`src/rcp_defs.svh`:
```
// Offsets, field positions, reset values and codes for the reset-cause and power-control block
`ifndef RCP_DEFS_SVH
`define RCP_DEFS_SVH

`define RCP_ADDR_W          12
`define RCP_GATE_ADDR       12'hf80
`define RCP_CAUSE_ADDR      12'hff0

`define RCP_GATE_RESET      8'h80
`define RCP_GATE_LPO_BIT    7
`define RCP_GATE_BO_BIT     4
`define RCP_GATE_TEMP_BIT   3
`define RCP_GATE_ADC_BIT    2
`define RCP_GATE_COMP_BIT   1
`define RCP_GATE_WR_MASK    8'h9e

`define RCP_CAUSE_POR_BIT   3
`define RCP_CAUSE_STOP_BIT  2
`define RCP_CAUSE_WDT_BIT   1
`define RCP_CAUSE_PIN_BIT   0
`define RCP_CAUSE_POR_VAL   4'h8
`define RCP_CAUSE_PIN_VAL   4'h1
`define RCP_CAUSE_WDT_VAL   4'h2
`define RCP_CAUSE_SMRP_VAL  4'h4
`define RCP_CAUSE_SMRW_VAL  4'h6
`define RCP_CAUSE_HI_LSB    4
`define RCP_LOW_SUPPLY_BIT  0

`define RCP_WDOG_RESET      8'h00

`endif

```
`src/rcp_pkg.sv`:
```
// Types shared by the reset-cause and power-control block
package rcp_pkg;

  // Reset or recovery source reported by the reset sequencer
  typedef enum logic [2:0] {
    RCP_CK_PIN_RESET = 3'h0,
    RCP_CK_WDT_RESET = 3'h1,
    RCP_CK_WDT_IRQ   = 3'h2,
    RCP_CK_DBG_RESET = 3'h3,
    RCP_CK_DBG_STOP  = 3'h4,
    RCP_CK_SMR_PIN   = 3'h5,
    RCP_CK_SMR_WDT   = 3'h6
  } rcp_cause_type;

  typedef enum logic [1:0] {
    RCP_ACTIVE = 2'b00,
    RCP_HALT   = 2'b01,
    RCP_STOP   = 2'b11
  } rcp_mode_type;

  typedef struct packed {
    logic irq;
    logic wdt_timeout;
    logic brownout_reset;
  } rcp_wake_type;

  typedef struct packed {
    logic temp;
    logic adc;
    logic comp;
  } rcp_blk_req_type;

  typedef struct packed {
    logic low_power_amp_off;
    logic brownout;
    logic temp;
    logic adc;
    logic comp;
  } rcp_blk_en_type;

  typedef struct packed {
    logic cpu_clk_en;
    logic pc_run;
    logic sys_clk_en;
    logic main_osc_en;
    logic xtal_pins_gpio;
    logic wdt_osc_run;
    logic wdt_run;
    logic periph_clk_en;
  } rcp_clk_ctrl_type;

endpackage

```
`src/rcp_sync2.sv`:
```
// Two-flop synchroniser for asynchronous level inputs
`timescale 1ns/1ps
`default_nettype none

module rcp_sync2 #(
  parameter int unsigned WIDTH = 1
) (
  input  wire logic             core_clk,
  input  wire logic             rst_n,
  input  wire logic [WIDTH-1:0] async_in,
  input  wire logic [WIDTH-1:0] reset_val,
  output logic      [WIDTH-1:0] sync_out
);

  logic [WIDTH-1:0] meta_q;
  logic [WIDTH-1:0] meta_d;
  logic [WIDTH-1:0] sync_q;
  logic [WIDTH-1:0] sync_d;

  always_comb begin
    meta_d = async_in;
    sync_d = meta_q;
    if (!rst_n) begin
      meta_d = reset_val;
      sync_d = reset_val;
    end
  end

  always_ff @(posedge core_clk) begin
    meta_q <= meta_d;
    sync_q <= sync_d;
  end

  assign sync_out = sync_q;

endmodule

`default_nettype wire

```
`src/rcp_top.sv`:
```
// Reset-cause recording, block power gating and halt/stop mode control
`timescale 1ns/1ps
`default_nettype none

`include "rcp_defs.svh"

// How it works
// - Reading the cause register clears only the upper flags that the read returns.
// - Cause address is read-only; writes there load the watchdog control register.
// - Power-on flag set by power-on, cleared by watchdog time-out or recovery.
// - Stop flag set on recovery, cleared by power-on or non-stop watchdog time-out.
// - Watchdog flag set on time-out, cleared by power-on or pin-change recovery.
// - Pin reset flag set by pin reset, cleared by power-on or pin-change recovery.
// - Bit 0 shows the live low-supply comparison gated by the brown-out detector enable, never latched.
// - Debugger reset or debug-pin stop reset leave only the power-on flag.
// - Watchdog stop recovery sets stop and watchdog flags, clears the others.
// - Stop halts CPU, system clock, oscillators; only enabled survivors run.
// - Entering stop hands the crystal pins back to their port settings.
// - Halt stops only the CPU and program counter.
// - Halt ends on interrupt, watchdog, power-on, brown-out or reset pin.
// - Each set gate bit disables its block by clock or power.
// - Brown-out detector runs only with gate bit 4 clear and the option enabling.
// - Gate register is initialised only by power-on reset.
// - A set gate bit overrides the block's own enable bits.
// - Enabled amplifier keeps running in stop mode.
module rcp_top
  import rcp_pkg::*;
(
  input  wire logic                   core_clk,
  input  wire logic                   rst_n,
  input  wire logic                   por_n,
  input  wire logic                   psel,
  input  wire logic                   penable,
  input  wire logic                   pwrite,
  input  wire logic [`RCP_ADDR_W-1:0] paddr,
  input  wire logic [31:0]            pwdata,
  output logic      [31:0]            prdata,
  output logic                        pready,
  output logic                        pslverr,
  input  wire logic                   cause_valid,
  input  wire rcp_cause_type          cause_kind,
  input  wire logic                   halt_req,
  input  wire logic                   stop_req,
  input  wire rcp_wake_type           wake,
  input  wire logic                   reset_pin_n,
  input  wire logic                   low_supply_cmp,
  input  wire logic                   brownout_always_on_option,
  input  wire logic                   brownout_option_enable,
  input  wire logic                   wdt_osc_enable,
  input  wire logic                   wdt_enable,
  input  wire rcp_blk_req_type        blk_req,
  output logic      [7:0]             wdog_ctrl,
  output logic                        wdog_ctrl_wr,
  output rcp_mode_type                mode,
  output rcp_clk_ctrl_type            clk_ctrl,
  output rcp_blk_en_type              blk_en
);

  // Synchronised pin and comparator levels
  logic [1:0]       pin_sync;
  logic             reset_pin_s_n;
  logic             low_supply_s;

  logic             sys_rst;
  logic             wr_acc;
  logic             rd_acc;
  logic             setup_ph;

  logic [7:0]       gate_q;
  logic [7:0]       gate_d;
  logic [7:0]       wdog_q;
  logic [7:0]       wdog_d;
  logic             wdog_wr_q;
  logic             wdog_wr_d;
  logic [31:0]      rdata_q;
  logic [31:0]      rdata_d;
  logic             err_q;
  logic             err_d;
  logic [3:0]       cause_q;
  logic [3:0]       cause_d;
  rcp_mode_type     mode_q;
  rcp_mode_type     mode_d;
  rcp_clk_ctrl_type clk_q;
  rcp_clk_ctrl_type clk_d;
  rcp_blk_en_type   blk_q;
  rcp_blk_en_type   blk_d;

  function automatic logic addr_hit(input logic [`RCP_ADDR_W-1:0] a);
    addr_hit = (a == `RCP_GATE_ADDR) || (a == `RCP_CAUSE_ADDR);
  endfunction

  // Flag image after a cause event; flags the event leaves alone keep cur
  function automatic logic [3:0] cause_apply(input rcp_cause_type k, input logic [3:0] cur);
    logic [3:0] v;
    v = cur;
    unique case (k)
      RCP_CK_PIN_RESET: v = `RCP_CAUSE_PIN_VAL;
      RCP_CK_WDT_RESET: v = `RCP_CAUSE_WDT_VAL;
      RCP_CK_WDT_IRQ: begin
        v[`RCP_CAUSE_POR_BIT]  = 1'b0;
        v[`RCP_CAUSE_STOP_BIT] = 1'b0;
        v[`RCP_CAUSE_WDT_BIT]  = 1'b1;
      end
      RCP_CK_DBG_RESET: v = `RCP_CAUSE_POR_VAL;
      RCP_CK_DBG_STOP:  v = `RCP_CAUSE_POR_VAL;
      RCP_CK_SMR_PIN:   v = `RCP_CAUSE_SMRP_VAL;
      RCP_CK_SMR_WDT:   v = `RCP_CAUSE_SMRW_VAL;
      default:          v = cur;
    endcase
    cause_apply = v;
  endfunction

  rcp_sync2 #(
    .WIDTH (2)
  ) u_sync (
    .core_clk  (core_clk),
    .rst_n     (rst_n),
    .async_in  ({reset_pin_n, low_supply_cmp}),
    .reset_val (2'b10),
    .sync_out  (pin_sync)
  );

  assign reset_pin_s_n = pin_sync[1];
  assign low_supply_s  = pin_sync[0];

  assign sys_rst  = !rst_n || !por_n;
  assign setup_ph = psel && !penable;
  assign wr_acc   = psel && penable && pwrite;
  assign rd_acc   = psel && penable && !pwrite;

  // Bus registers: power gate, watchdog control, read data
  always_comb begin
    gate_d    = gate_q;
    wdog_d    = wdog_q;
    wdog_wr_d = 1'b0;
    rdata_d   = rdata_q;
    err_d     = err_q;
    if (wr_acc && paddr == `RCP_GATE_ADDR) begin
      gate_d = pwdata[7:0] & `RCP_GATE_WR_MASK;
    end
    // write at cause address lands in watchdog control
    if (wr_acc && paddr == `RCP_CAUSE_ADDR) begin
      wdog_d    = pwdata[7:0];
      wdog_wr_d = 1'b1;
    end
    if (setup_ph) begin
      rdata_d = 32'h0000_0000;
      err_d   = !addr_hit(paddr);
      if (!pwrite && paddr == `RCP_GATE_ADDR) begin
        rdata_d[7:0] = gate_q;
      end
      // live low-supply bit, gated with the shared detector
      if (!pwrite && paddr == `RCP_CAUSE_ADDR) begin
        rdata_d[7:4]                 = cause_q;
        rdata_d[`RCP_LOW_SUPPLY_BIT] = low_supply_s && blk_q.brownout;
      end
    end
    if (sys_rst) begin
      wdog_d    = `RCP_WDOG_RESET;
      wdog_wr_d = 1'b0;
      rdata_d   = 32'h0000_0000;
      err_d     = 1'b0;
    end
    // only power-on reset initialises the gate
    if (!por_n) begin
      gate_d = `RCP_GATE_RESET;
    end
  end

  always_ff @(posedge core_clk) begin
    gate_q    <= gate_d;
    wdog_q    <= wdog_d;
    wdog_wr_q <= wdog_wr_d;
    rdata_q   <= rdata_d;
    err_q     <= err_d;
  end

  // Cause flags: only the flags returned by the read are cleared
  always_comb begin
    cause_d = cause_q;
    if (rd_acc && paddr == `RCP_CAUSE_ADDR) begin
      cause_d = cause_q & ~rdata_q[7:4];
    end
    if (cause_valid) begin
      cause_d = cause_apply(cause_kind, cause_d);
    end
    // power-on sets only its own flag
    if (!por_n) begin
      cause_d = `RCP_CAUSE_POR_VAL;
    end
  end

  always_ff @(posedge core_clk) begin
    cause_q <= cause_d;
  end

  // Mode machine
  always_comb begin
    mode_d = mode_q;
    unique case (mode_q)
      RCP_ACTIVE: begin
        if (stop_req) begin
          mode_d = RCP_STOP;
        end else if (halt_req) begin
          mode_d = RCP_HALT;
        end
      end
      RCP_HALT: begin
        if (wake.irq || wake.wdt_timeout || wake.brownout_reset || !reset_pin_s_n) begin
          mode_d = RCP_ACTIVE;
        end
      end
      RCP_STOP: begin
        if (cause_valid || !reset_pin_s_n) begin
          mode_d = RCP_ACTIVE;
        end
      end
      default: mode_d = RCP_ACTIVE;
    endcase
    if (sys_rst) begin
      mode_d = RCP_ACTIVE;
    end
  end

  always_ff @(posedge core_clk) begin
    mode_q <= mode_d;
  end

  // Clock and block enables follow the next mode and the gate
  always_comb begin
    clk_d.cpu_clk_en     = 1'b1;
    clk_d.pc_run         = 1'b1;
    clk_d.sys_clk_en     = 1'b1;
    clk_d.main_osc_en    = 1'b1;
    clk_d.xtal_pins_gpio = 1'b0;
    clk_d.wdt_osc_run    = wdt_osc_enable;
    clk_d.wdt_run        = wdt_enable;
    clk_d.periph_clk_en  = 1'b1;
    // halt stops CPU and program counter only
    if (mode_d == RCP_HALT) begin
      clk_d.cpu_clk_en = 1'b0;
      clk_d.pc_run     = 1'b0;
    end
    if (mode_d == RCP_STOP) begin
      clk_d.cpu_clk_en    = 1'b0;
      clk_d.pc_run        = 1'b0;
      clk_d.sys_clk_en    = 1'b0;
      clk_d.main_osc_en   = 1'b0;
      clk_d.periph_clk_en = 1'b0;
      // crystal pins fall back to port
      clk_d.xtal_pins_gpio = 1'b1;
    end
    blk_d.temp = !gate_d[`RCP_GATE_TEMP_BIT] && blk_req.temp && mode_d != RCP_STOP;
    blk_d.adc  = !gate_d[`RCP_GATE_ADC_BIT] && blk_req.adc && mode_d != RCP_STOP;
    blk_d.comp = !gate_d[`RCP_GATE_COMP_BIT] && blk_req.comp && mode_d != RCP_STOP;
    blk_d.low_power_amp_off  = !gate_d[`RCP_GATE_LPO_BIT];
    // gate bit and option must both enable
    blk_d.brownout = !gate_d[`RCP_GATE_BO_BIT] && brownout_option_enable &&
                     (mode_d != RCP_STOP || brownout_always_on_option);
  end

  always_ff @(posedge core_clk) begin
    clk_q <= clk_d;
    blk_q <= blk_d;
  end

  assign prdata       = rdata_q;
  assign pready       = 1'b1;
  assign pslverr      = err_q && psel && penable;
  assign wdog_ctrl    = wdog_q;
  assign wdog_ctrl_wr = wdog_wr_q;
  assign mode         = mode_q;
  assign clk_ctrl     = clk_q;
  assign blk_en       = blk_q;

endmodule

`default_nettype wire

```
`config.mk`:
```
export PLATFORM = sky130hd
export DESIGN_NAME = rcp_top
export DESIGN_NICKNAME = d
export VERILOG_FILES = /design/src/rcp_pkg.sv /design/src/rcp_sync2.sv /design/src/rcp_top.sv
export VERILOG_INCLUDE_DIRS = /design/src
export SDC_FILE = /design/constraint.sdc
export NUM_CORES = 1
export LEC_CHECK = 0
export BUFFER_PORTS_ARGS = -buffer_cell sky130_fd_sc_hd__buf_4
export CAP_MARGIN = 20
export CELL_PAD_IN_SITES_DETAIL_PLACEMENT = 0
export CELL_PAD_IN_SITES_GLOBAL_PLACEMENT = 2
export CORE_MARGIN = 2
export CORE_UTILIZATION = 22
export CTS_CLUSTER_SIZE = 16
export DETAILED_ROUTE_END_ITERATION = 8
export GPL_TIMING_DRIVEN = 0
export MAX_ROUTING_LAYER = met4
export PLACE_DENSITY = 0.75
export SLEW_MARGIN = 30
export SYNTH_ARGS = -nofsm -noshare
export SYNTH_HDL_FRONTEND = slang
export SYNTH_SLANG_ARGS = --single-unit
```
`constraint.sdc`:
```
create_clock -name core_clk -period 1.6 [get_ports core_clk]
set_input_delay 0.08 -clock core_clk [delete_from_list [all_inputs] [get_ports core_clk]]
set_output_delay 0.08 -clock core_clk [all_outputs]
set_load 0.05 [all_outputs]
```
==> run_results.csv, run 1 <==
group,metric,value,unit
timing,worst_pin_slew,0.649,ns
floorplan,core_area,8300,um^2
timing,fin_crit_sh,91.8,%
clock_network,cts.sinks,43,
timing,fmax,681,MHz
synth,synth_flop_cell,"dfxtp_1",
floorplan,dieArea,9420,um^2
synth,synth_common_cells,"dfxtp_1 (43), buf_4 (28), nand2_1 (15)",
finish,nFillCells,886,
timing,min_period,1.47,ns
setup_path,worstSetupPathType,"input port to flip-flop",
floorplan,die_w,97.1,um
timing,hold_viol_final,0,
routing,routedWlPerCell,12.5,um
global_route,antenna_found_initial,0,
finish,diodes,0,
placed_design,placed_cell_area,2690,um^2
global_route,grt_usage,11.5,%
status,outcome,"completed",
min_path,hp-class,"input port to flip-flop",
routing,drt-pass1-iter-count,4,
placed_design,hpwl,4140,um
timing,maxSlewViolCount,0,
setup_path,crit_fanout,8,
synth,syn_avg_cell_area,9.21,um^2
power,p_seq_share,44.7,%
synth,synth.distinct_cells,40,
power,power_frac_clock,35.6,%
routing,route.detailed.drc,0,
routing,drt-total-wl,5290,um
floorplan,fp.dieH,97.1,um
power,switching_power,698,uW
timing,max_slew_margin,56.6,%
floorplan,initial_core_util,23.0,%
power,p_comb_share,19.7,%
routing,vias_per_cell,4.13,
setup_path,arrival,1.70,ns
setup_path,required,1.83,ns
power,p_int,1780,uW
routing,drt_iter0_drc,83,
placed_design,portBuffers,75,
global_route,grt_pass1_vias,1722,
setup_path,start_kind,"input port",
global_route,grt_max_degree,14,
flow_run,cap_violations,0,
synth,syn-cell-area,1910,um^2
synth,synth_async_sr_flop_share,0,%
clock_network,clock_path_buffers,2,
power,ir_drop,0.347,mV
routing,vias,1746,
finish,layout.nets,385,
clock_network,cts_tree,"built",
power,swShare,28.1,%
global_route,gr-total-overflow,0,
global_route,grt_pass1_wl,8390,um
clock_network,clk-insertion-delay-late,0.29,ns
clock_network,post_cts_buffers,0,
power,leakagePower,0.00129,uW
synth,yosysSeqAreaShare,45.2,%
timing,rsz0062_at_grt,"true",
synth,synth_cells,207,
finish,final_area,2860,um^2
clock_network,htreeDepth,2,
setup_path,end_kind,"flip-flop",
floorplan,rows,33,
finish,fin_util,34.4,%
synth,synth_area_leaders,"dfxtp_1 (45%), buf_4 (11%), nand3_1 (3.7%)",
synth,synth_edf_count,0,
timing,fin_skew,0.00851,ns
clock_network,cts.clk_slew.worst_paths,0.08,ns
placed_design,place.gp.congestion,0.777,
synth,yosysWarnings,0,
timing,fin_setup_tns,0,ns
timing,setup_viol,0,
synth,yosys.area.top_type_share,45.2,%
finish,syn2layout_area_growth,49.9,%
finish,drive_gt1_share,37.1,%
power,powerDensity,869,nW/um^2
clock_network,numCtsBuffers,5,
routing,ant_nets,0,
clock_network,cts_root_buf,"clkbuf_8",
synth,synth_seq_cells,43,
floorplan,pin_count,126,
synth,yosys.area.top_type,"dfxtp_1",
synth,yosysMostFrequentCell,"dfxtp_1",
[critical path, cell delays in order]
cell	delay, ns
dlygate4sd3_1	0.52
buf_4	0.13
nand2_1	0.15
nor2_1	0.57
a22o_1	0.24
[path summary, 6_finish.rpt]
path	cells past startpoint	slack, ns	startpoint	end
worst min-delay path	3	0.02	brownout_option_enable	blk_en[3]
worst min register to register	1	0.41	u_sync.meta_q[1]	u_sync.sync_out[1]
worst max register to register	4	0.14	mode[0]	blk_en[3]
worst max-delay path	5	0.13	rst_n	prdata[2]
[logic make-up (layout without fill, tap and decap cells)]
group                  Yosys count  after routing  synth area share (%)
AO/OA/AOI/OAI                   40             40                  13.9
buffers and inverters           38            126                  13.1
flip-flops                      43             43                  45.2
multiplexers                     6              6                  3.15
other                            2             25                 0.394
AND/OR/NAND/NOR                 78             78                  24.3
[final cells by class]
cell class / count / area, um^2 / share of cell area, %
multi-input combinational: 149 / 883 / 30.9
sequential: 43 / 861 / 30.1
timing repair buffer: 80 / 613 / 21.5
buffer: 34 / 235 / 8.23
tap: 105 / 131 / 4.60
clock buffer: 6 / 82.6 / 2.89
clock inverter: 2 / 35.0 / 1.23
inverter: 4 / 15.0 / 0.526
[stage by stage]
| step | power, uW | setup slack [ns] | hold WS [ns] | instances |
|---|---|---|---|---|
| floorplan | 1460 | 0.148 | 0.108 | 230 |
| global placement | 1610 | -0.0715 | 0.184 | 410 |
| detailed placement | 1610 | -0.0729 | 0.185 | 410 |
| CTS | 2510 | 0.0597 | 0.00249 | 423 |
| global route | 2600 | -0.0158 | 0.0182 | 423 |
| finish | 2480 | 0.132 | 0.0155 | 423 |
[power groups by stage]
stage / clock (uW) / sequential (uW) / combinational (uW)
floorplan: 0 / 1190 / 271
global placement: 0 / 1130 / 478
detailed placement: 0 / 1130 / 481
CTS: 915 / 1110 / 490
global route: 965 / 1110 / 520
finish: 883 / 1110 / 490
[per-layer routing]
layer | global-route usage (%) | vias up | part of all wire, %
met5 | - | - | 0
met1 | 15.0 | 761 | 48
li1 | - | 909 | -
met2 | 17.4 | 71 | 45
met3 | 3.38 | 5 | 7.0
met4 | 3.25 | 0 | 0.72
[sequential cells by signal, summed over array words and instances (netlist names)]
signal,flops
wdog_ctrl,8
clk_ctrl,5
cause_q,4
gate_q,5
u_sync.meta_q,2
err_q,1
prdata,8
mode,2
u_sync.sync_out,2
wdog_ctrl_wr,1
blk_en,5
[what timing repair did]
action                                  in CTS  in global routing
hold buffers                                 5                  0
gates resized for setup                      0                  1
endpoints found under the setup margin       0                  4
endpoints found under the hold margin        5                  0
[cell usage in the layout, fill, tap and decap left out, types with 2 or more instances in the layout]
cell type	synthesis	layout
mux2i_1	6	6
nand2b_1	3	3
conb_1	2	25
and4_1	2	2
a32o_1	4	4
nor2_1	9	9
nor4_1	2	2
and2_1	3	3
o21ai_1	8	8
clkbuf_8	0	6
inv_1	4	4
dlygate4sd3_1	0	5
dfxtp_1	43	43
or4_1	3	3
nor2b_1	3	2
o22ai_1	2	2
o21ai_0	4	4
buf_4	28	103
nand2_1	15	15
buf_2	2	2
a21oi_1	10	10
clkbuf_1	4	4
and3_1	5	5
and4b_1	2	2
a22o_1	6	6
nand3_1	14	14
nor3_1	3	3
nor3b_1	6	6
Note: power is estimated with default switching activity, not from simulation.
==> run 2, diff against run 1 <==
==> constraint.sdc (replaced) <==
create_clock -name core_clk -period 1.39 [get_ports core_clk]
set_input_delay 0.0695 -clock core_clk [delete_from_list [all_inputs] [get_ports core_clk]]
set_output_delay 0.0695 -clock core_clk [all_outputs]
set_load 0.05 [all_outputs]
==> run_results.csv, run 2 (synthesis gave the netlist of run 1 again) <==
group,metric,value,unit
clock_network,numCtsBuffers,5,
status,outcome,"completed",
timing,fin_crit_sh,92.5,%
routing,top_layer,"met4",
global_route,grt_usage,11.4,%
global_route,grt_max_degree,13,
routing,wl_met2,2370,um
placed_design,portBuffers,75,
clock_network,cts.sinks,43,
setup_path,end_kind,"flip-flop",
global_route,gr-total-overflow,0,
finish,layout_common_cells,"buf_4 (103), dfxtp_1 (41), conb_1 (25)",
setup_path,start_kind,"input port",
routing,met3_length,319,um
timing,fin_hold_ws,0.0196,ns
clock_network,cts_tree,"built",
setup_path,startpoint,"paddr[3]",
setup_path,reg2reg_depth,4,
global_route,grt_pass1_wl,8470,um
power,swShare,30.1,%
timing,worst_pin_slew,0.635,ns
timing,finalWorstSetupSlack,0.104,ns
power,powerDensity,915,nW/um^2
routing,vias,1771,
placed_design,place.gp.congestion,0.758,
global_route,grt_pass1_vias,1727,
placed_design,dp_slack,-0.201,ns
timing,maxSlewViolCount,0,
clock_network,post_cts_buffers,0,
timing,setup_viol,0,
routing,route.detailed.drc,0,
placed_design,hpwl,4120,um
power,p_int,1830,uW
routing,ant_nets,0,
finish,drive_gt1_share,37.1,%
timing,fmax,778,MHz
clock_network,clk-insertion-delay-late,0.29,ns
finish,layout_commonest_cell,"buf_4",
floorplan,fp.dieH,97.1,um
clock_network,htreeDepth,2,
setup_path,r2r-end,"blk_en[3]",
setup_path,r2r_setup_slack,0.12,ns
power,p_seq_share,48.7,%
power,power_frac_clock,29.5,%
clock_network,cts.clk_slew.worst_paths,0.08,ns
setup_path,required,1.63,ns
power,ir_drop,0.356,mV
setup_path,worstSetupPathType,"input port to flip-flop",
setup_path,arrival,1.52,ns
routing,drt-total-wl,5270,um
routing,routedLengthMet1,2560,um
finish,layout.nets,388,
floorplan,initial_core_util,23.0,%
timing,rsz0062_at_grt,"false",
floorplan,die_w,97.1,um
timing,hold_viol_final,0,
clock_network,clock_path_buffers,2,
min_path,hp-class,"input port to flip-flop",
setup_path,crit_fanout,5,
routing,drt-pass1-iter-count,4,
routing,drt_iter0_drc,100,
routing,vias_per_cell,4.16,
routing,routedWlPerCell,12.4,um
clock_network,cts_root_buf,"clkbuf_8",
finish,diodes,0,
floorplan,dieArea,9420,um^2
setup_path,cp-endpoint,"prdata[2]",
finish,syn2layout_area_growth,50.2,%
power,leakagePower,0.00129,uW
floorplan,pin_count,126,
power,p_comb_share,21.8,%
floorplan,rows,33,
flow_run,cap_violations,0,
power,switching_power,789,uW
timing,fin_skew,0.00565,ns
floorplan,core_area,8300,um^2
timing,max_slew_margin,57.5,%
global_route,antenna_found_initial,0,
setup_path,r2r_start,"mode[1]",
timing,min_period,1.29,ns
-- run 2: changes by cell type in the layout (fill, tap and decap cells not counted), moves of 2 or more --
cell,delta
dfxtp_2,+2
dfxtp_1,-2
clkbuf_1,+2
dlygate4sd3_1,+3
-- run 2: metrics by stage --
stage	power (uW)	utilization [%]	cell area, um^2	setup TNS, ns	instances
detailed placement	1860	32.5	2700	-2.59	410
CTS	2660	34.4	2850	0	425
global placement	1860	32.5	2700	-2.48	410
finish	2620	34.5	2860	0	426
global route	2760	34.5	2860	0	426
floorplan	1680	-	2000	0	230
-- run 2: power groups by stage --
stage / Clock, uW / Combinational (uW) / Sequential, uW
2_1_floorplan: 0 / 313 / 1370
3_3_place_gp: 0 / 551 / 1310
3_5_place_dp: 0 / 554 / 1310
4_1_cts: 812 / 571 / 1280
5_1_grt: 870 / 606 / 1280
6_report: 773 / 570 / 1280
-- run 2: critical path, stage by stage --
cell and delay [ns]:
buf_4 0.11, or3_4 0.42, nor4_1 0.44, and3_1 0.33, a22o_1 0.15
-- run 2: how the worst min path moves through the flow --
stage / startpoint / to / slack [ns] / depth (start not counted)
floorplan: wdt_enable / clk_ctrl[1] / 0.1 / 0
global placement: wdt_osc_enable / clk_ctrl[2] / 0.17 / 1
detailed placement: wdt_enable / clk_ctrl[1] / 0.18 / 1
CTS: brownout_always_on_option / blk_en[3] / 0.006 / 3
global route: rst_n / u_sync.meta_q[0] / 0.02 / 2
finish: pwdata[7] / gate_q[7] / 0.02 / 3
-- run 2: cell type report --
| class | count | area (um^2) |
|---|---|---|
| flip-flops and latches | 43 | 863 |
| repair buffers | 83 | 643 |
| plain buffers | 34 | 241 |
| well taps | 105 | 131 |
| clock inverters | 1 | 5.00 |
| multi-input cells | 149 | 887 |
| clock buffers | 7 | 76.3 |
| fillers | 906 | 5440 |
| inverters | 4 | 15.0 |
-- run 2: what timing repair did --
item                                    CTS  global route
gates resized for setup                   1             0
endpoints found under the setup margin    2             0
hold endpoints to repair                  6             1
hold buffers                              7             1
-- run 2: routing by layer --
metal / GRT usage (%) / up-vias
met5: - / -
met4: 3.25 / 0
met3: 2.66 / 3
met2: 17.4 / 68
met1: 15.2 / 790
li1: - / 910
